===== src/rtl/cfb_pkg.sv =====
// Overview of operation
// - An 8-bit receive error count sits in status bits 31:24 and rises by 1 or 8 on a receive error.
// - A good reception lowers the receive count by 1, or loads 120 when it was above 127.
// - The error passive flag in bit 1 is set while either count exceeds 127.
// - A 9-bit transmit error count is kept and only its low byte shows in bits 23:16.
// - When the transmit count passes 255 the node goes bus-off and sets bit 2.
// - The error warning flag in bit 0 is set while either count is 96 or more.
// - A detected bus error writes its 3-bit code (1 to 6) into bits 6:4.
// - A message sent or received without error clears the last error code to zero.
// - Hardware never writes code 7; software may write 7 to spot a later update.
// - The bit timing register takes writes only in initialization mode.
// - Bit 31 selects silent mode and bit 30 selects loopback mode.
// - Bits 25:24 plus one give the resynchronisation jump width in quanta.
// - Bits 22:20 plus one give the length of time segment 2 in quanta.
// - Bits 19:16 plus one give the length of time segment 1 in quanta.
// - Bits 9:0 plus one give the quantum length in clock periods.
// - Bus-off, passive, warning and code updates set the general error flag through their enables.
package cfb_pkg;
	localparam logic [7:0] ADDR_ERR_STATUS = 8'h18;
	localparam logic [7:0] ADDR_BIT_TIMING = 8'h1c;
	localparam logic [7:0] ADDR_CONTROL = 8'h20;
	localparam logic [7:0] ADDR_IRQ_STATUS = 8'h24;
	localparam logic [7:0] ADDR_IRQ_MASK = 8'h28;
	localparam logic [31:0] BIT_TIMING_RST = 32'h01230000;
	localparam logic [31:0] BIT_TIMING_WMASK = 32'hc37f03ff;
	localparam int RX_CNT_LSB = 24;
	localparam int TX_CNT_LSB = 16;
	localparam int LEC_LSB = 4;
	localparam int BOFF_BIT = 2;
	localparam int PASSIVE_BIT = 1;
	localparam int WARN_BIT = 0;
	localparam int SILENT_BIT = 31;
	localparam int LOOPBACK_BIT = 30;
	localparam int SJW_LSB = 24;
	localparam int SEG2_LSB = 20;
	localparam int SEG1_LSB = 16;
	localparam int CTL_INIT_BIT = 0;
	localparam int CTL_WARN_IE = 8;
	localparam int CTL_PASS_IE = 9;
	localparam int CTL_BOFF_IE = 10;
	localparam int CTL_LEC_IE = 11;
	localparam int CTL_ERR_IE = 15;
	localparam logic [31:0] CONTROL_RST = 32'h00000001;
	localparam logic [31:0] CONTROL_WMASK = 32'h00008f01;
	localparam logic [8:0] PASSIVE_LIMIT = 9'h07f;
	localparam logic [8:0] WARN_LIMIT = 9'h060;
	localparam logic [8:0] BOFF_LIMIT = 9'h0ff;
	localparam logic [7:0] RX_RELOAD = 8'h78;
	localparam logic [2:0] LEC_NONE = 3'h0;
	localparam logic [2:0] LEC_SW = 3'h7;
	localparam logic [1:0] RESP_OKAY = 2'h0;
	localparam logic [1:0] RESP_SLVERR = 2'h2;
	localparam int IRQ_BITS = 2;
	localparam int IRQ_ERR = 0;
	localparam int IRQ_SAMPLE = 1;
	typedef enum logic [1:0] {
		SEG_SYNC,
		SEG_ONE,
		SEG_TWO
	} cfb_seg_t;
endpackage


===== src/rtl/cfb_top.sv =====
// Design decision made here: register access over AXI4-Lite.
`timescale 1ns/1ns
module cfb_top (
	// clock and reset
	input wire logic aclk,
	input wire logic aresetn,
	// axi4-lite write address
	input wire logic [7:0] s_axi_awaddr,
	input wire logic s_axi_awvalid,
	output logic s_axi_awready,
	// axi4-lite write data
	input wire logic [31:0] s_axi_wdata,
	input wire logic [3:0] s_axi_wstrb,
	input wire logic s_axi_wvalid,
	output logic s_axi_wready,
	// axi4-lite write response
	output logic [1:0] s_axi_bresp,
	output logic s_axi_bvalid,
	input wire logic s_axi_bready,
	// axi4-lite read address
	input wire logic [7:0] s_axi_araddr,
	input wire logic s_axi_arvalid,
	output logic s_axi_arready,
	// axi4-lite read data
	output logic [31:0] s_axi_rdata,
	output logic [1:0] s_axi_rresp,
	output logic s_axi_rvalid,
	input wire logic s_axi_rready,
	// protocol engine events
	input wire logic rx_err_1,
	input wire logic rx_err_8,
	input wire logic rx_ok,
	input wire logic tx_err_8,
	input wire logic tx_ok,
	input wire logic bus_err,
	input wire logic [2:0] bus_err_code,
	// timing and mode outputs to protocol engine, status flags and irq
	output logic tq_tick,
	output logic sample_point,
	output logic bit_start,
	output logic [2:0] jump_limit,
	output logic silent_select,
	output logic loopback_select,
	output logic bus_off_flag,
	output logic error_passive_flag,
	output logic irq
);
	logic [7:0] receive_error_count_r;
	logic [8:0] transmit_error_count_r;
	logic [2:0] last_error_code_r;
	logic bus_off_flag_r;
	logic error_warning_flag;
	logic [31:0] bit_timing_r;
	logic [31:0] control_r;
	logic general_error_irq_flag_r;
	logic [1:0] irq_status_r;
	logic [1:0] irq_mask_r;
	logic [1:0] irq_set;
	logic [9:0] presc_cnt_r;
	logic [3:0] seg_cnt_r;
	cfb_pkg::cfb_seg_t seg_r;
	logic passive_d_r;
	logic warn_d_r;
	logic [7:0] aw_addr_r;
	logic aw_have_r;
	logic [31:0] w_data_r;
	logic [3:0] w_strb_r;
	logic w_have_r;
	logic wr_go;
	logic [31:0] wmask;
	logic [8:0] rx_ext;
	logic passive_now;
	logic warn_now;
	logic lec_event;
	logic err_event;
	logic [31:0] err_status;
	logic [31:0] rd_val;
	logic rd_hit;
	logic wr_hit;

	// byte enables to bit mask
	always_comb begin
		for (int i = 0; i < 4; i++) begin
			wmask[i*8 +: 8] = {8{w_strb_r[i]}};
		end
	end

	// write channel capture, either order
	assign s_axi_awready = !aw_have_r && !s_axi_bvalid;
	assign s_axi_wready = !w_have_r && !s_axi_bvalid;
	assign wr_go = aw_have_r && w_have_r && !s_axi_bvalid;

	always_ff @(posedge aclk) begin
		if (!aresetn) begin
			aw_have_r <= 1'b0;
			aw_addr_r <= 8'h00;
		end else if (s_axi_awvalid && s_axi_awready) begin
			aw_have_r <= 1'b1;
			aw_addr_r <= s_axi_awaddr;
		end else if (wr_go) begin
			aw_have_r <= 1'b0;
		end
	end

	always_ff @(posedge aclk) begin
		if (!aresetn) begin
			w_have_r <= 1'b0;
			w_data_r <= 32'h00000000;
			w_strb_r <= 4'h0;
		end else if (s_axi_wvalid && s_axi_wready) begin
			w_have_r <= 1'b1;
			w_data_r <= s_axi_wdata;
			w_strb_r <= s_axi_wstrb;
		end else if (wr_go) begin
			w_have_r <= 1'b0;
		end
	end

	always_comb begin
		case (aw_addr_r)
			cfb_pkg::ADDR_ERR_STATUS,
			cfb_pkg::ADDR_BIT_TIMING,
			cfb_pkg::ADDR_CONTROL,
			cfb_pkg::ADDR_IRQ_STATUS,
			cfb_pkg::ADDR_IRQ_MASK: wr_hit = 1'b1;
			default: wr_hit = 1'b0;
		endcase
	end

	always_ff @(posedge aclk) begin
		if (!aresetn) begin
			s_axi_bvalid <= 1'b0;
			s_axi_bresp <= cfb_pkg::RESP_OKAY;
		end else if (wr_go) begin
			s_axi_bvalid <= 1'b1;
			s_axi_bresp <= wr_hit ? cfb_pkg::RESP_OKAY : cfb_pkg::RESP_SLVERR;
		end else if (s_axi_bready) begin
			s_axi_bvalid <= 1'b0;
		end
	end

	// control: init mode and error enables
	always_ff @(posedge aclk) begin
		if (!aresetn) begin
			control_r <= cfb_pkg::CONTROL_RST;
		end else if (wr_go && aw_addr_r == cfb_pkg::ADDR_CONTROL) begin
			control_r <= (control_r & ~(wmask & cfb_pkg::CONTROL_WMASK))
				| (w_data_r & wmask & cfb_pkg::CONTROL_WMASK);
		end
	end

	// bit timing, writable in init mode only
	always_ff @(posedge aclk) begin
		if (!aresetn) begin
			bit_timing_r <= cfb_pkg::BIT_TIMING_RST;
		end else if (wr_go && aw_addr_r == cfb_pkg::ADDR_BIT_TIMING
			&& control_r[cfb_pkg::CTL_INIT_BIT]) begin
			bit_timing_r <= (bit_timing_r
				& ~(wmask & cfb_pkg::BIT_TIMING_WMASK))
				| (w_data_r & wmask & cfb_pkg::BIT_TIMING_WMASK);
		end
	end

	assign silent_select = bit_timing_r[cfb_pkg::SILENT_BIT];
	assign loopback_select = bit_timing_r[cfb_pkg::LOOPBACK_BIT];
	assign jump_limit = {1'b0, bit_timing_r[cfb_pkg::SJW_LSB +: 2]} + 3'h1;

	// quantum prescaler
	always_ff @(posedge aclk) begin
		if (!aresetn || control_r[cfb_pkg::CTL_INIT_BIT]) begin
			presc_cnt_r <= 10'h000;
		end else if (presc_cnt_r >= bit_timing_r[9:0]) begin
			presc_cnt_r <= 10'h000;
		end else begin
			presc_cnt_r <= presc_cnt_r + 10'h001;
		end
	end
	assign tq_tick = !control_r[cfb_pkg::CTL_INIT_BIT]
		&& presc_cnt_r >= bit_timing_r[9:0];

	// nominal bit segments
	always_ff @(posedge aclk) begin
		if (!aresetn || control_r[cfb_pkg::CTL_INIT_BIT]) begin
			seg_r <= cfb_pkg::SEG_SYNC;
			seg_cnt_r <= 4'h0;
		end else if (tq_tick) begin
			case (seg_r)
				cfb_pkg::SEG_SYNC: begin
					seg_r <= cfb_pkg::SEG_ONE;
					seg_cnt_r <= 4'h0;
				end
				cfb_pkg::SEG_ONE: begin
					if (seg_cnt_r >= bit_timing_r[cfb_pkg::SEG1_LSB +: 4]) begin
						seg_r <= cfb_pkg::SEG_TWO;
						seg_cnt_r <= 4'h0;
					end else begin
						seg_cnt_r <= seg_cnt_r + 4'h1;
					end
				end
				cfb_pkg::SEG_TWO: begin
					if (seg_cnt_r >= {1'b0, bit_timing_r[cfb_pkg::SEG2_LSB +: 3]}) begin
						seg_r <= cfb_pkg::SEG_SYNC;
						seg_cnt_r <= 4'h0;
					end else begin
						seg_cnt_r <= seg_cnt_r + 4'h1;
					end
				end
				default: begin
					seg_r <= cfb_pkg::SEG_SYNC;
					seg_cnt_r <= 4'h0;
				end
			endcase
		end
	end
	assign bit_start = tq_tick && seg_r == cfb_pkg::SEG_SYNC;
	assign sample_point = tq_tick && seg_r == cfb_pkg::SEG_ONE
		&& seg_cnt_r >= bit_timing_r[cfb_pkg::SEG1_LSB +: 4];

	// receive error count
	always_ff @(posedge aclk) begin
		if (!aresetn) begin
			receive_error_count_r <= 8'h00;
		end else if (rx_err_8) begin
			receive_error_count_r <= (receive_error_count_r > 8'hf7)
				? 8'hff : receive_error_count_r + 8'h08;
		end else if (rx_err_1) begin
			if (receive_error_count_r != 8'hff) begin
				receive_error_count_r <= receive_error_count_r + 8'h01;
			end
		end else if (rx_ok) begin
			if (receive_error_count_r > cfb_pkg::PASSIVE_LIMIT[7:0]) begin
				receive_error_count_r <= cfb_pkg::RX_RELOAD;
			end else if (receive_error_count_r != 8'h00) begin
				receive_error_count_r <= receive_error_count_r - 8'h01;
			end
		end
	end

	// transmit error count, held while bus-off
	always_ff @(posedge aclk) begin
		if (!aresetn) begin
			transmit_error_count_r <= 9'h000;
		end else if (bus_off_flag_r) begin
			transmit_error_count_r <= transmit_error_count_r;
		end else if (tx_err_8) begin
			transmit_error_count_r <= transmit_error_count_r + 9'h008;
		end else if (tx_ok && transmit_error_count_r != 9'h000) begin
			transmit_error_count_r <= transmit_error_count_r - 9'h001;
		end
	end

	always_ff @(posedge aclk) begin
		if (!aresetn) begin
			bus_off_flag_r <= 1'b0;
		end else if (transmit_error_count_r > cfb_pkg::BOFF_LIMIT) begin
			bus_off_flag_r <= 1'b1;
		end
	end

	assign rx_ext = {1'b0, receive_error_count_r};
	assign passive_now = rx_ext > cfb_pkg::PASSIVE_LIMIT
		|| transmit_error_count_r > cfb_pkg::PASSIVE_LIMIT;
	assign warn_now = rx_ext >= cfb_pkg::WARN_LIMIT
		|| transmit_error_count_r >= cfb_pkg::WARN_LIMIT;
	assign error_passive_flag = passive_now;
	assign error_warning_flag = warn_now;
	assign bus_off_flag = bus_off_flag_r;

	// last error code
	assign lec_event = bus_err && bus_err_code != cfb_pkg::LEC_NONE
		&& bus_err_code != cfb_pkg::LEC_SW;
	always_ff @(posedge aclk) begin
		if (!aresetn) begin
			last_error_code_r <= cfb_pkg::LEC_NONE;
		end else if (lec_event) begin
			last_error_code_r <= bus_err_code;
		end else if (rx_ok || tx_ok) begin
			last_error_code_r <= cfb_pkg::LEC_NONE;
		end else if (wr_go && aw_addr_r == cfb_pkg::ADDR_ERR_STATUS
			&& w_strb_r[0]) begin
			last_error_code_r <= w_data_r[cfb_pkg::LEC_LSB +: 3];
		end
	end

	// flag edges for the error interrupt
	always_ff @(posedge aclk) begin
		if (!aresetn) begin
			passive_d_r <= 1'b0;
			warn_d_r <= 1'b0;
		end else begin
			passive_d_r <= passive_now;
			warn_d_r <= warn_now;
		end
	end

	always_comb begin
		irq_set = 2'b00;
		irq_set[cfb_pkg::IRQ_ERR] = control_r[cfb_pkg::CTL_ERR_IE] && err_event;
		irq_set[cfb_pkg::IRQ_SAMPLE] = sample_point;
	end

	// one-cycle error event, so a clear of the status bit sticks
	assign err_event = (control_r[cfb_pkg::CTL_BOFF_IE]
		&& transmit_error_count_r > cfb_pkg::BOFF_LIMIT
		&& !bus_off_flag_r)
		|| (control_r[cfb_pkg::CTL_PASS_IE] && passive_now && !passive_d_r)
		|| (control_r[cfb_pkg::CTL_WARN_IE] && warn_now && !warn_d_r)
		|| (control_r[cfb_pkg::CTL_LEC_IE] && lec_event);

	always_ff @(posedge aclk) begin
		if (!aresetn) begin
			general_error_irq_flag_r <= 1'b0;
		end else if (err_event) begin
			general_error_irq_flag_r <= 1'b1;
		end else if (wr_go && aw_addr_r == cfb_pkg::ADDR_IRQ_STATUS
			&& w_strb_r[0] && w_data_r[cfb_pkg::IRQ_ERR]) begin
			general_error_irq_flag_r <= 1'b0;
		end
	end

	// sticky status, write one to clear, set wins
	always_ff @(posedge aclk) begin
		if (!aresetn) begin
			irq_status_r <= 2'b00;
		end else if (wr_go && aw_addr_r == cfb_pkg::ADDR_IRQ_STATUS
			&& w_strb_r[0]) begin
			irq_status_r <= (irq_status_r & ~w_data_r[1:0]) | irq_set;
		end else begin
			irq_status_r <= irq_status_r | irq_set;
		end
	end

	always_ff @(posedge aclk) begin
		if (!aresetn) begin
			irq_mask_r <= 2'b00;
		end else if (wr_go && aw_addr_r == cfb_pkg::ADDR_IRQ_MASK
			&& w_strb_r[0]) begin
			irq_mask_r <= w_data_r[1:0];
		end
	end
	assign irq = |(irq_status_r & irq_mask_r);

	// read path
	assign err_status = {receive_error_count_r, transmit_error_count_r[7:0],
		9'h000, last_error_code_r, 1'b0, bus_off_flag_r,
		error_passive_flag, error_warning_flag};

	always_comb begin
		rd_hit = 1'b1;
		case (s_axi_araddr)
			cfb_pkg::ADDR_ERR_STATUS: rd_val = err_status;
			cfb_pkg::ADDR_BIT_TIMING: rd_val = bit_timing_r;
			cfb_pkg::ADDR_CONTROL: rd_val = control_r;
			cfb_pkg::ADDR_IRQ_STATUS: rd_val = {30'h0, irq_status_r};
			cfb_pkg::ADDR_IRQ_MASK: rd_val = {30'h0, irq_mask_r};
			default: begin
				rd_val = 32'h00000000;
				rd_hit = 1'b0;
			end
		endcase
	end

	assign s_axi_arready = !s_axi_rvalid;
	always_ff @(posedge aclk) begin
		if (!aresetn) begin
			s_axi_rvalid <= 1'b0;
			s_axi_rdata <= 32'h00000000;
			s_axi_rresp <= cfb_pkg::RESP_OKAY;
		end else if (s_axi_arvalid && s_axi_arready) begin
			s_axi_rvalid <= 1'b1;
			s_axi_rdata <= rd_val;
			s_axi_rresp <= rd_hit ? cfb_pkg::RESP_OKAY : cfb_pkg::RESP_SLVERR;
		end else if (s_axi_rready) begin
			s_axi_rvalid <= 1'b0;
		end
	end
endmodule


===== config.mk =====
export PLATFORM = sky130hd
export DESIGN_NAME = cfb_top
export DESIGN_NICKNAME = d
export VERILOG_FILES = /design/src/rtl/cfb_pkg.sv /design/src/rtl/cfb_top.sv
export SDC_FILE = /design/constraint.sdc
export NUM_CORES = 1
export LEC_CHECK = 0
export ABC_AREA = 1
export BUFFER_PORTS_ARGS = -buffer_cell sky130_fd_sc_hd__buf_2
export CORE_MARGIN = 3
export CORE_UTILIZATION = 30
export CTS_BUF_LIST = sky130_fd_sc_hd__clkbuf_8
export DETAILED_ROUTE_END_ITERATION = 16
export PLACE_DENSITY = 0.48
export SLEW_MARGIN = 20
export SYNTH_ARGS = -nofsm -noshare
export SYNTH_HDL_FRONTEND = slang
export SYNTH_SLANG_ARGS = --single-unit
export TNS_END_PERCENT = 30

===== constraint.sdc =====
create_clock -name aclk -period 5.2 [get_ports aclk]
set_clock_uncertainty 0.15 [all_clocks]
set_input_delay 1.56 -clock aclk [delete_from_list [all_inputs] [get_ports aclk]]
set_output_delay 1.56 -clock aclk [all_outputs]
set_load 0.05 [all_outputs]

==> impl_metrics.ini <==
[placed_design]
portBuffers = 106
dpl_cell_area_um2 = 7960
dp_hpwl_um = 15600
pre_cts_slack_ns = 1.56
gp_congestion = 0.836

[yosys]
synth.distinct_cells = 45
synth_top_cell_by_area = dfxtp_1
syn-instance-count = 1036
synth_edf_count = 0
yosysMostFrequentCell = nand2_1
netlist_area_um2 = 7170
ys_ff_latch = 141
syn_area_per_cell_um2 = 6.92
synth.area.top_cells = dfxtp_1 39%, nand2_1 12%, nor2_1 8.0%
synthTopCellsByCount = 234 x nand2_1, 152 x nor2_1, 141 x dfxtp_1
synth_flop_cell = dfxtp_1
ys_seq_area_share_pct = 39.4
synth.top_cell.area_share_pct = 39.4
ys_async_sr_fraction_pct = 0
yosys_warnings = 0

[routing]
dr.pass1.iters = 4
drc_errors = 0
routed_wirelength_um = 20500
viasPerCell = 4.53
wl_per_cell_um = 14.0
first_iter_violations = 338
route.antenna.remaining_nets = 0
vias = 6613

[clock_network]
tritoncts = built
clk_latency_ns = 0.45
cts_buffer_depth = 2
cts_setup_buffers = 0
cts_hold_buf = 0
ctsResizeCount = 0
root_buffer = clkbuf_8
cts_sinks = 141
h-tree-depth = 4
cts_buffers = 17
clk_pin_slew_ns = 0.07

[setup_path]
critPathBufInv = 3
path_cells = inv_1 > ha_1 > nand2_1 > nor2_1 > nand3_1 > nand3_2 > nand4_1 > inv_1 > buf_2
crit_required_ns = 3.49
arrival_ns = 2.36
crit_family = simple AND/OR/NAND/NOR gates
crit_fanout = 10
max_stage_delay_ns = 0.31
path_class = reg -> out
crit_path_end_kind = output port
slowest_stage = dfxtp_1
critPathLaunchType = flip-flop
r2r_slack_ns = 3.16
cpMostUsedCell = inv_1

[finish]
seqCellArea_um2 = 2820
layout-drive-gt1-share_pct = 15.1
diodes = 0
area_growth_pct = 16.2
stdcell_area_um2 = 8330
multi_input_area_um2 = 3660
nFillCells = 2570
fin_nets = 1235

[timing]
setup_ws_ns = 1.13
slew_headroom_pct = 41.1
finalCritPeriodShare_pct = 78.3
tns_ns = 0
fmax_mhz = 246
fin_crit_ns = 4.07
worst_slew_pin_slew_ns = 0.883
rsz0062_at_grt = false
timing.hold.ws_ns = 0.313
setup_viol = 0
maxSlewViolCount = 0
hold_violations = 0

[grt]
grt_pass1_wl_um = 32800
overflow = 0
grt_pass1_vias = 6278
antenna_found_initial = 0
grt_start_max_net_pins = 48
track_usage_pct = 15.9

[status]
status = complete, no violations

[power_and_ir_drop]
ir_drop_uv = 157
power_leakage_nw = 3.86
powerDensity_nw_per_um2 = 299

[floorplan]
die-area_um2 = 25800
rows = 55
start_util_pct = 31.1
die_h_um = 161
io_pins = 120
die_width_um = 161
core_area_um2 = 23100

[min_path]
hold_path_class = reg -> reg

[flow_run]
cap_viol_max_count = 0
[report_power, final]
group / switching (mW) / internal [mW]
Combinational: 0.294 / 0.142
Clock: 0.420 / 0.418
Sequential: 0.0769 / 1.14
Total: 0.791 / 1.70
[tightest hold or removal path, stage by stage, from the launching register on]
cell and delay (ns):
dfxtp_1 0.31, nand2_1 0.06, a21oi_1 0.05
[cells in the final DEF, fill, tap and decap left out, drive strengths merged]
cell type	instances
a211oi	2
a21o	1
a21oi	74
a22o	1
a22oi	2
a31oi	3
and2	1
buf	113
bufinv	1
clkbuf	21
clkinv	10
conb	5
dfxtp	141
ha	33
inv	134
nand2	237
nand3	62
nand4	11
nor2	158
nor3	10
nor3b	3
nor4	2
o211ai	19
o21a	1
o21ai	81
o22ai	4
o31ai	1
or2	3
xnor2	3
xor2	10
[final cells by class]
class,instances,area share (%)
Multi-Input combinational cell,727,43.9
Timing Repair Buffer,113,7.00
Sequential cell,141,33.9
Inverter,134,6.07
Clock inverter,11,0.932
Clock buffer,21,3.47
Tap cell,313,4.70
[kinds of logic (layout without fill, tap and decap cells)]
| family | Yosys count | after routing | synth area share [%] |
|---|---|---|---|
| AND/OR/NAND/NOR | 487 | 487 | 28.6 |
| other | 1 | 5 | 0.0523 |
| AO/OA/AOI/OAI | 189 | 189 | 14.8 |
| buffers and inverters | 172 | 279 | 9.81 |
| XOR/XNOR | 13 | 13 | 1.59 |
| adder cells (fa/ha/maj) | 33 | 33 | 5.76 |
| flip-flops | 141 | 141 | 39.4 |
[metal layers]
| metal | vias up | share of wire (%) | global-route usage [%] |
|---|---|---|---|
| met2 | 123 | 46 | 26.1 |
| met5 | - | 0 | 0 |
| met4 | 0 | 1.6 | 5.44 |
| met1 | 2961 | 49 | 20.9 |
| met3 | 19 | 4.2 | 3.30 |
| li1 | 3510 | - | - |
[path summary, 6_finish.rpt]
check / start / end / depth (start not counted)
worst max-delay path: flip-flop / sample_point / 9
worst min-delay path: s_axi_rdata[29]$_SDFFE_PN0P_ / s_axi_rdata[29]$_SDFFE_PN0P_ / 2
worst max register to register: s_axi_bvalid$_SDFFE_PN0P_ / w_data_r[31]$_SDFFE_PN0P_ / 6
worst min register to register: s_axi_rdata[29]$_SDFFE_PN0P_ / s_axi_rdata[29]$_SDFFE_PN0P_ / 2
[through the flow]
step | total power, mW | instances | util [%]
floorplan | 1.56 | 1040 | -
global placement | 1.68 | 1428 | 34.5
detailed placement | 1.68 | 1428 | 34.5
CTS | 2.53 | 1460 | 36.1
global route | 2.64 | 1460 | 36.1
finish | 2.49 | 1460 | 36.1
Note: power is estimated with default switching activity, not from simulation.
